File: config.mk
export PLATFORM = sky130hd
export DESIGN_NAME = xlate_req_regs
export DESIGN_NICKNAME = d
export VERILOG_FILES = /design/src/pkg/xlate_req_pkg.sv /design/src/logic/xlate_bank.sv /design/src/logic/xlate_req_regs.sv
export SDC_FILE = /design/constraint.sdc
export NUM_CORES = 1
export LEC_CHECK = 0
export BUFFER_PORTS_ARGS = -buffer_cell sky130_fd_sc_hd__buf_2
export CAP_MARGIN = 20
export CORE_UTILIZATION = 49
export DETAILED_ROUTE_END_ITERATION = 7
export GPL_ROUTABILITY_DRIVEN = 0
export PLACE_DENSITY = 0.85
export SYNTH_ARGS = -nofsm -noshare
export SYNTH_HDL_FRONTEND = slang
export SYNTH_SLANG_ARGS = --single-unit
File: constraint.sdc
create_clock -name mclk -period 3.6 [get_ports mclk]
set_input_delay 0.54 -clock mclk [delete_from_list [all_inputs] [get_ports mclk]]
set_output_delay 0.54 -clock mclk [all_outputs]
set_load 0.05 [all_outputs]
File: src/pkg/xlate_req_pkg.sv
// constants, field layouts and carriers of the address translation request registers
// assumes a 32-bit Avalon-MM register bus and an external translation engine
package xlate_req_pkg;

  // ****************************************
  // bus and map
  // ****************************************
  localparam int unsigned BUS_ADDR_W  = 8;
  localparam int unsigned BUS_DATA_W  = 32;
  localparam logic [7:0] OFS_S1_UR     = 8'h00;
  localparam logic [7:0] OFS_S1_UW     = 8'h08;
  localparam logic [7:0] OFS_S12_PR    = 8'h10;
  localparam logic [7:0] OFS_S12_PW    = 8'h18;
  localparam logic [7:0] OFS_S12_UR    = 8'h20;
  localparam logic [7:0] OFS_REQ_END   = 8'h28;
  localparam logic [7:0] OFS_STATUS    = 8'h80;
  localparam logic [7:0] OFS_RESULT_LO = 8'h88;
  localparam logic [7:0] OFS_RESULT_HI = 8'h8C;
  localparam logic [7:0] ALIAS_BIT     = 8'h40;
  localparam logic [3:0] BYTEEN_FULL   = 4'hF;

  // ****************************************
  // fields and reset values
  // ****************************************
  localparam int unsigned IN_ADDR_W      = 52;
  localparam int unsigned LO_ADDR_W      = 20;
  localparam int unsigned ADDR_FIELD_LSB = 12;
  localparam int unsigned NDX_MSB        = 7;
  localparam int unsigned ACTIVE_BIT     = 0;
  localparam logic        WAITREQ_RST    = 1'b1;
  localparam logic [63:0] RESULT_RST     = 64'h0;
  localparam logic [31:0] READ_ZERO      = 32'h0;

  typedef enum logic [2:0] {KIND_S1_UR, KIND_S1_UW, KIND_S12_PR, KIND_S12_PW,
                            KIND_S12_UR} req_kind_e;

  typedef struct packed {
    logic [BUS_ADDR_W-1:0] address;
    logic                  read;
    logic                  write;
    logic [31:0]           writedata;
    logic [3:0]            byteenable;
    logic                  secure;
  } bus_cmd_s;

  typedef struct packed {
    logic [IN_ADDR_W-1:0] in_addr;
    logic [7:0]           context_bank_index;
    logic                 two_stage;
    logic                 privileged;
    logic                 is_write;
    logic                 secure;
  } xlate_req_s;

  typedef struct packed {
    logic two_stage;
    logic privileged;
    logic is_write;
  } kind_attr_s;

  typedef struct packed {
    logic      is_req;
    logic      is_status;
    logic      is_res_lo;
    logic      is_res_hi;
    logic      alias_view;
    logic      high_word;
    req_kind_e kind;
  } reg_hit_s;

  function automatic kind_attr_s kind_attr(input req_kind_e k);
    kind_attr_s a;
    a = '0;
    case (k)
      KIND_S1_UR:  a = '{two_stage: 1'b0, privileged: 1'b0, is_write: 1'b0};
      KIND_S1_UW:  a = '{two_stage: 1'b0, privileged: 1'b0, is_write: 1'b1};
      KIND_S12_PR: a = '{two_stage: 1'b1, privileged: 1'b1, is_write: 1'b0};
      KIND_S12_PW: a = '{two_stage: 1'b1, privileged: 1'b1, is_write: 1'b1};
      KIND_S12_UR: a = '{two_stage: 1'b1, privileged: 1'b0, is_write: 1'b0};
      default:     a = '0;
    endcase
    return a;
  endfunction

  function automatic reg_hit_s decode(input logic [BUS_ADDR_W-1:0] addr);
    reg_hit_s             h;
    logic [BUS_ADDR_W-1:0] base;
    h = '0;
    base = addr & ~ALIAS_BIT;
    h.alias_view = addr[6];
    if (addr[1:0] == 2'b00) begin
      if (base < OFS_REQ_END) begin
        h.is_req = 1'b1;
        h.high_word = base[2];
        h.kind = req_kind_e'(base[5:3]);
      end
      h.is_status = (base == OFS_STATUS);
      h.is_res_lo = (base == OFS_RESULT_LO);
      h.is_res_hi = (base == OFS_RESULT_HI);
    end
    return h;
  endfunction

endpackage

File: src/logic/xlate_bank.sv
// one security copy: in-progress flag and latest translation result
// assumes start and done are one-cycle pulses from the request front end
`timescale 1ns/1ps

module xlate_bank
  import xlate_req_pkg::*;
(
  input  wire logic        mclk,
  input  wire logic        arst_n,
  input  wire logic        start,
  input  wire logic        done,
  input  wire logic [63:0] result_in,
  output logic             active,
  output logic [63:0]      result
);

  typedef struct packed {
    logic        active;
    logic [63:0] result;
  } bank_state_s;

  bank_state_s s;
  bank_state_s next_s;

  // ****************************************
  // state update
  // ****************************************
  always_comb begin
    next_s = s;
    if (done) begin
      next_s.result = result_in;
      next_s.active = 1'b0;
    end
    if (start) begin
      next_s.active = 1'b1;
    end
  end

  always_ff @(posedge mclk or negedge arst_n) begin
    if (!arst_n) begin
      s <= '{active: 1'b0, result: RESULT_RST};
    end else begin
      s <= next_s;
    end
  end

  assign active = s.active;
  assign result = s.result;
endmodule

File: src/logic/xlate_req_regs.sv
// address translation request registers behind an Avalon-MM slave
// assumes one translation engine taking valid/ready requests and answering with a done pulse
//
// The Avalon-MM slave port and the register offsets were decided locally.
`timescale 1ns/1ps

module xlate_req_regs
  import xlate_req_pkg::*;
#(
  parameter bit ARCH_V2    = 1'b1,
  parameter bit TWO_SEC    = 1'b1,
  parameter bit IMPLEMENT  = 1'b1
)(
  input  wire logic                     mclk,
  input  wire logic                     arst_n,
  input  wire xlate_req_pkg::bus_cmd_s  bus_cmd,
  output logic                          avs_waitrequest,
  output logic [31:0]                   avs_readdata,
  output logic                          xlate_valid,
  output xlate_req_pkg::xlate_req_s     xlate_req,
  input  wire logic                     xlate_ready,
  input  wire logic                     xlate_done,
  input  wire logic [63:0]              xlate_result
);

  // ****************************************
  // elaboration checks
  // ****************************************
  if (BUS_ADDR_W < 8) begin : g_bad_addr
    $error("register map needs at least 8 address bits");
  end
  if (BUS_DATA_W != 32) begin : g_bad_data
    $error("register bus must be 32 bits wide");
  end

  typedef struct packed {
    logic        waitrequest;
    logic [31:0] readdata;
    logic        xlate_valid;
    xlate_req_s  req;
    logic        busy;
    logic        owner;
  } front_state_s;

  front_state_s s;
  front_state_s next_s;

  reg_hit_s    hit;
  kind_attr_s  attr;
  logic        target_secure;
  logic        alias_ok;
  logic        accept_wr;
  logic        req_wr;
  logic        start;
  logic [31:0] rd_word;
  logic [1:0]  bank_start;
  logic [1:0]  bank_done;
  logic [1:0]  bank_active;
  logic [63:0] bank_result [2];

  // ****************************************
  // decode and bank choice
  // ****************************************
  always_comb begin
    hit = decode(bus_cmd.address);
    attr = kind_attr(hit.kind);
    target_secure = TWO_SEC && !hit.alias_view && bus_cmd.secure;
    alias_ok = !hit.alias_view || (TWO_SEC && bus_cmd.secure);
  end

  // write effect happens at the edge where the master sees waitrequest low
  assign accept_wr = bus_cmd.write && !s.waitrequest;

  assign req_wr = IMPLEMENT && accept_wr && hit.is_req && alias_ok && !hit.high_word
                  && (bus_cmd.byteenable == BYTEEN_FULL);

  // overlap is unpredictable; dropping it keeps the engine consistent
  // no overlap honoured
  assign start = req_wr && !s.busy;

  // ****************************************
  // read mux
  // ****************************************
  always_comb begin
    rd_word = READ_ZERO;
    if (alias_ok) begin
      if (hit.is_status) begin
        rd_word[ACTIVE_BIT] = bank_active[target_secure];
      end else if (hit.is_res_lo) begin
        rd_word = bank_result[target_secure][31:0];
      end else if (hit.is_res_hi) begin
        rd_word = bank_result[target_secure][63:32];
      end
    end
  end

  // ****************************************
  // front-end state
  // ****************************************
  always_comb begin
    next_s = s;
    next_s.waitrequest = WAITREQ_RST;
    next_s.readdata = READ_ZERO;
    if ((bus_cmd.read || bus_cmd.write) && s.waitrequest) begin
      next_s.waitrequest = 1'b0;
      if (bus_cmd.read) begin
        next_s.readdata = rd_word;
      end
    end
    if (s.xlate_valid && xlate_ready) begin
      next_s.xlate_valid = 1'b0;
    end
    if (xlate_done && s.busy) begin
      next_s.busy = 1'b0;
    end
    if (start) begin
      next_s.xlate_valid = 1'b1;
      next_s.busy = 1'b1;
      next_s.owner = target_secure;
      next_s.req.in_addr = '0;
      next_s.req.in_addr[LO_ADDR_W-1:0] = bus_cmd.writedata[31:ADDR_FIELD_LSB];
      next_s.req.context_bank_index = bus_cmd.writedata[NDX_MSB:0];
      next_s.req.two_stage = attr.two_stage;
      next_s.req.privileged = attr.privileged;
      next_s.req.is_write = attr.is_write;
      next_s.req.secure = target_secure;
    end
  end

  always_ff @(posedge mclk or negedge arst_n) begin
    if (!arst_n) begin
      s <= '{waitrequest: WAITREQ_RST, readdata: READ_ZERO, xlate_valid: 1'b0,
             req: '0, busy: 1'b0, owner: 1'b0};
    end else begin
      s <= next_s;
    end
  end

  assign avs_waitrequest = s.waitrequest;
  assign avs_readdata = s.readdata;
  assign xlate_valid = s.xlate_valid;
  assign xlate_req = s.req;

  // ****************************************
  // security copies
  // ****************************************
  for (genvar b = 0; b < 2; b++) begin : g_bank
    assign bank_start[b] = start && (target_secure == 1'(b));
    assign bank_done[b] = xlate_done && s.busy && (s.owner == 1'(b));
    xlate_bank u_bank (
      .mclk      (mclk),
      .arst_n    (arst_n),
      .start     (bank_start[b]),
      .done      (bank_done[b]),
      .result_in (xlate_result),
      .active    (bank_active[b]),
      .result    (bank_result[b])
    );
  end
endmodule

==> metrics.md, run 1 <==
| Metric | Value |
|---|---|
| Run status | finished, final reports clean |
| Post-synth top area cell | dfrtp_1 |
| Asr flop ratio synth | 100% |
| Die span in y | about 140 microns |
| Final core utilization | around 56% |
| Num rows | 49 |
| Area contributors post-synth | dfrtp_1 55%, mux2_2 18%, buf_4 8.3% |
| Synth warnings | 0 |
| Crit path max fanout | 19 |
| Flop2flop setup slack | between 1.5 and 2 ns |
| Clock buffer count from CTS | 17 |
| DP HPWL | about 11 mm |
| Final Cycle Share | between 60 and 70% |
| Fmax achieved | between 0.4 and 0.5 GHz |
| Post-place setup slack | approximately 0.7 ns |
| Hold_buf cts | 0 |
| Arrival time worst endpoint | around 2.8 ns |
| Slowest-stage cell, CP | or4b_1 |
| Clk_lat worst skew | between 0.4 and 0.5 ns |
| I/O Buffers | between 150 and 200 |
| Total wire length | approximately 16 mm |
| Fillers | 1496 |
| Met1 WL | approximately 7 mm |
| Reg2reg start | s[1] |
| CTS tree | yes |
| Total negative slack | 0 ns |
| Max-cap violations | 0 |
| First-pass GRT wire length | roughly 26 mm |
| Largest net degree at the start of global routing | roughly 110 |
| DR vias/cell | a little over 5 |
| Vias in the first global route | around 5300 |
| Pre-antenna DRT Iters | 4 |
| Buffers inserted by post-CTS timing repair | 0 |
| Worst-path cell chain | buf_2 > or4b_4 > or4b_1 > buf_4 > o22ai_1 > and2_1 |
| Setup crit end kind | flip-flop |
| Final worst setup slack | approximately 1.2 ns |
| Chip width | 137 microns |
| Clock Root Buffer | clkbuf_16 |
| Worst slew pin tran | roughly 0.95 ns |
| Share of layout cells above drive strength 1 | between 40% and 50% |
| Worst-path clk slew | about 0.070 ns |
| Count leader, synth | dfrtp_1 |
| Gr ovfl total | 0 |
| Hold Fails Final Rpt | 0 |
| Endpoints failing setup | 0 |
| Synth top area share | 54.9% |
| Clock Path Buffers | 2 |
| Post-CTS sizing | 0 |
| WL met2 | 8.22 mm |
| CTS sink cnt | between 150 and 200 |
| DRT antenna net count | 0 |
| H-tree levels | 4 |
| Met3 Wirelength | roughly 950 microns |
| Final Skew | 0.00731 ns |
| Via count | slightly above 5000 |
| Post-synthesis cell count | between 600 and 700 |
| Ys flop type | dfrtp_1 |
| Synth cell types | 38 |
| Nets@finish | around 870 |
| Die ar. | approximately 0.019 sq mm |
| Hold Slack | ~0.051 ns |
| Wire per inst | about 16 microns |
| Core area | about 0.018 sq mm |
| Worst vdd ir | about 0.34 mV |
| Setup crit start kind | input pin |
| EDFF count, synth | 0 |
| Highest Signal Layer | met4 |
| FF+latch area | 0.00493 sq mm |
| Multi-input logic area | approximately 0.0032 sq mm |
| Initial DRC Count | approximately 180 |
| IO Pins | ~210 |
| Reg2reg path depth | 5 |
| Initial antenna violation count | 1 |
| Reg-to-Reg End | xlate_req[29] |
| Crit path required time | about 4.0 ns |
| Residual DRC | 0 |
| Commonest cells post-synth | 196 x dfrtp_1, 146 x mux2_2, 99 x buf_4 |
| Initial Util | about 50% |
| Crit Path Category | input pin to flip-flop |
| Gr usage total | a little under a fifth |
| Overall Power | ~4.6 mW |
| Worst path max stage delay | 0.93 ns |
| Hold crit path type | input pin to async pin |
| Register bit count reported by yosys | around 200 |
| Pleak | between 5 and 6 nW |
| Min cycle time layout | roughly 2.4 ns |
| Avg Inst Size Synth | around 14 sq um |
| Max-slew violation count | 0 |
| Headroom to the max-slew limit | approximately 37% |
| PD cells | ~450 mW/mm^2 |
| RSZ-0062 raised after global routing | no |
| Sequential share of the synthesized area | 55.2% |
| Synth Cell Area | 0.00894 sq mm |
| Syn-to-layout area delta | 12.6% |
per-layer routing:
layer | vias to the layer above | GRT usage [%]
met2 | 144 | 31.8
met1 | 2574 | 22.3
li1 | 2364 | -
met5 | - | 0
met4 | 0 | 7.20
met3 | 23 | 4.96
area by class of cell:
type	instances	share of cell area [%]
Timing Repair Buffer	188	9.86
Sequential cell	197	49.0
Clock inverter	11	1.72
Clock buffer	20	4.64
Multi-Input combinational cell	350	31.8
Antenna cell	1	0.0249
Tap cell	229	2.85
Inverter	3	0.112
kinds of logic (layout without fill, tap and decap cells):
kind of cell           after synthesis  in the layout  synth area share, %
flip-flops                         197            197                 55.2
multiplexers                       223            223                 27.2
AO/OA/AOI/OAI                       41             41                 2.95
AND/OR/NAND/NOR                     54             54                 4.00
other                                1             33               0.0419
buffers and inverters              134            222                 10.7
report_power, final:
part           leakage (nW)  switching (mW)  internal [mW]
sequential             2.74         0.00912           2.23
combinational          2.59           0.211         0.0891
clock                 0.313           0.815           1.22
total                  5.64            1.03           3.54
critical path, delay by kind of cell:
family | cells | cell delay, ns
AND/OR/NAND/NOR | 3 | 1.63
buffers and inverters | 2 | 0.51
AO/OA/AOI/OAI | 1 | 0.12
stage by stage:
stage	area, sq um	cells
4_1_cts	10100	998
3_5_place_dp	9420	967
5_1_grt	10100	998
6_report	10100	999
3_3_place_gp	9420	967
2_1_floorplan	9060	681
sequential cells by signal, summed over array words and instances (netlist names):
signal,flops
avs_waitrequest,1
xlate_valid,1
avs_readdata,32
s,2
xlate_req,31
g_bank.u_bank.result,128
g_bank.u_bank.active,2
placed cells by master, fill, tap and decap left out, drive strengths merged, types with 2 or more instances in the layout:
cell type	synthesis	routed
clkinv	0	4
conb	1	32
a21o	2	2
nor4b	2	2
or4b	2	2
mux2	159	159
nand2b	2	2
bufinv	0	4
mux2i	64	64
a22o	2	2
o22ai	31	31
nor3b	2	2
buf	107	187
nand2	5	5
dfrtp	196	196
nand3	2	2
o21ai	2	2
clkbuf	23	21
inv	3	5
and2	31	31
nor2	2	2
worst max path at each step:
stage | start | end | cells past startpoint
after CTS | bus_cmd[43] | avs_readdata[5] | 6
after global routing | bus_cmd[43] | avs_readdata[10] | 6
after global placement | bus_cmd[43] | avs_readdata[5] | 6
final | bus_cmd[43] | avs_readdata[5] | 6
after detailed placement | bus_cmd[43] | avs_readdata[5] | 6
after floorplan | bus_cmd[46] | xlate_req[23] | 4
Note: power is estimated with default switching activity, not from simulation.
==> run 2: changes to the inputs <==
--- a/config.mk
+++ b/config.mk
@@ -10,7 +10,7 @@
 export CORE_UTILIZATION = 49
 export DETAILED_ROUTE_END_ITERATION = 7
 export GPL_ROUTABILITY_DRIVEN = 0
-export PLACE_DENSITY = 0.85
+export PLACE_DENSITY = 0.88
 export SYNTH_ARGS = -nofsm -noshare
 export SYNTH_HDL_FRONTEND = slang
 export SYNTH_SLANG_ARGS = --single-unit
==> constraint.sdc (replaced) <==
create_clock -name mclk -period 2.1 [get_ports mclk]
set_input_delay 0.315 -clock mclk [delete_from_list [all_inputs] [get_ports mclk]]
set_output_delay 0.315 -clock mclk [all_outputs]
set_load 0.05 [all_outputs]
==> run 2 against run 1 <==
Compared with the run above:
- combinational power rose by 82%
- via count rose by 1.4%
- critical path type is now flip-flop to flip-flop
- largest power group unchanged
- clock skew rose by 0.0033 ns
- wire length rose by 2.9%
- total power rose by 66%
- cell count rose by 1.2%
- first-iteration DRC count fell by 7.9%
- clock power rose by 58%
- core utilization rose by 1.0 points
- setup slack got worse by 1.0 ns
==> metrics.md, run 2 (same netlist as run 1, synthesis figures left out) <==
| Metric | Value |
|---|---|
| Run status | finished, final reports clean |
| DRT antenna net count | 0 (unchanged) |
| First-pass GRT wire length | 26.9 mm (+1.5%) |
| Die ar. | 0.0188 sq mm (unchanged) |
| Setup crit start kind | flip-flop |
| Initial DRC Count | 163 (-7.9%) |
| Chip width | 137 microns (unchanged) |
| I/O Buffers | 176 (unchanged) |
| Max-cap violations | 0 (unchanged) |
| Die span in y | 137 microns (unchanged) |
| Via count | 5177 (+1.4%) |
| PD cells | 742 mW/mm^2 (+63%) |
| Clk_lat worst skew | 0.43 ns (about the same) |
| Endpoints failing setup | 0 (unchanged) |
| Clock Path Buffers | 2 (unchanged) |
| Final Skew | 0.0106 ns (+0.00331 ns) |
| Most frequent cells in the layout | 196 x dfrtp_1, 175 x buf_2, 146 x mux2_2, 64 x mux2i_1, 32 x conb_1 |
| Largest register FFs | 128 (unchanged) |
| H-tree levels | 4 (unchanged) |
| Share of layout cells above drive strength 1 | 49.3% (+0.92 points) |
| Num rows | 49 (unchanged) |
| Final core utilization | 57.2% (+1.0 points) |
| RSZ-0062 raised after global routing | no |
| Worst vdd ir | 0.641 mV (+90%) |
| Crit Path Category | flip-flop to flip-flop |
| CTS sink cnt | 197 (unchanged) |
| Hold Fails Final Rpt | 0 (unchanged) |
| Final Cycle Share | around 93% |
| Initial antenna violation count | 2 (+1) |
| Wire per inst | 16.8 microns (+1.7%) |
| Worst slew pin tran | 0.592 ns (-0.360 ns) |
| Buffers inserted by post-CTS timing repair | 0 (unchanged) |
| Nets@finish | 883 (+1.3%) |
| Max-slew violation count | 0 (unchanged) |
| Gr usage total | 19.0% (+0.38 points) |
| Hold crit path type | input pin to flip-flop |
| Core area | 0.0179 sq mm (unchanged) |
| Fmax achieved | approximately 0.5 GHz |
| Post-place setup slack | -0.128 ns (-0.830 ns) |
| Commonest non-fill, non-tap cell in the layout | dfrtp_1 |
| Largest net degree at the start of global routing | 69 (-39%) |
| Gr ovfl total | 0 (unchanged) |
| Setup crit end kind | flip-flop |
| IO Pins | 213 (unchanged) |
| Arrival time worst endpoint | 2.26 ns (-0.54 ns) |
| Final worst setup slack | 0.147 ns (-1.01 ns) |
| Residual DRC | 0 (unchanged) |
| Pre-antenna DRT Iters | 4 (unchanged) |
| Headroom to the max-slew limit | 60.5% (+24 points) |
| Initial Util | 49.9% (unchanged) |
| DR vias/cell | 5.12 (+0.21%) |
| Clock Root Buffer | clkbuf_16 |
| CTS tree | yes |
| Total wire length | 17.0 mm (+2.9%) |
| DP HPWL | 11.3 mm (+5.0%) |
| Syn-to-layout area delta | 14.6% |
| Vias in the first global route | 5347 (+1.2%) |
| Clock buffer count from CTS | 17 (unchanged) |
| Crit path max fanout | 28 (+9) |
| Worst-path clk slew | 0.07 ns (about the same) |
| Pleak | 5.73 nW (+1.6%) |
| Crit path required time | 2.41 ns (-1.55 ns) |
| Min cycle time layout | slightly below 2 ns |
[run 2: cell types whose count changed in the layout (fill, tap and decap cells not counted), moves of 2 or more]
cell,change
buf_12,+11
bufinv_16,-4
clkbuf_8,-2
clkinv_2,-2
clkinv_8,+3
inv_6,+3
inv_8,+4
[run 2: cell type report]
type / count / area, sq um
well taps: 229 / 287
fillers: 1452 / 7660
diodes: 1 / 2.50
clock inverters: 14 / 154
flip-flops and latches: 197 / 4930
inverters: 3 / 11.3
repair buffers: 199 / 1210
multi-input cells: 350 / 3210
clock buffers: 18 / 439
[run 2: worst max-delay path, cell delays in order, from the launching register on]
cell and delay, ns:
dfrtp_1 0.46, nor4b_2 0.26, nand2_1 0.13, nor4b_4 0.38, buf_12 0.24, mux2_2 0.36
[run 2: layer usage]
| layer | wire length (microns) | GRT usage, % | up-vias |
|---|---|---|---|
| met5 | 12 | 0 | - |
| met4 | 296 | 6.90 | 2 |
| met3 | 930 | 5.44 | 24 |
| met2 | 8870 | 33.6 | 152 |
| met1 | 6850 | 21.6 | 2602 |
| li1 | - | - | 2397 |
[run 2: per-stage QoR]
step	power, mW	TNS, ns	hold slack (ns)	instance area (sq um)	instances
2_1_floorplan	4.25	0	0.0194	9060	681
3_3_place_gp	4.45	-1.44	0.367	9630	977
3_5_place_dp	4.47	-3.29	0.372	9630	977
4_1_cts	7.71	0	0.0378	10200	1010
5_1_grt	7.90	0	0.0470	10200	1011
6_report	7.61	0	0.0535	10200	1011
[run 2: report_power, final]
group / switching (mW) / total, mW / internal, mW / leakage (nW)
combinational: 0.368 / 0.546 / 0.179 / 2.70
clock: 1.59 / 3.22 / 1.63 / 0.288
sequential: 0.0162 / 3.84 / 3.82 / 2.74
total: 1.97 / 7.61 / 5.63 / 5.73
[run 2: final timing paths]
check / startpoint / end / slack [ns] / cells past startpoint
worst max-delay path: s[1] / xlate_req[25] / 0.15 / 5
worst min-delay path: bus_cmd[37] / avs_waitrequest / 0.05 / 2
worst max register to register: s[1] / xlate_req[25] / 0.15 / 5
worst min register to register: xlate_req[21] / xlate_req[21] / 0.49 / 1
max in group asynchronous: arst_n / avs_waitrequest / 0.96 / 3
min in group asynchronous: arst_n / g_bank[0].u_bank.result[19] / 0.44 / 2
[run 2: repair_timing]
action | in CTS | in global routing
gates resized for setup | 0 | 1
hold endpoints to repair | 59 | 0
endpoints found under the setup margin | 0 | 23
hold buffers | 1 | 0
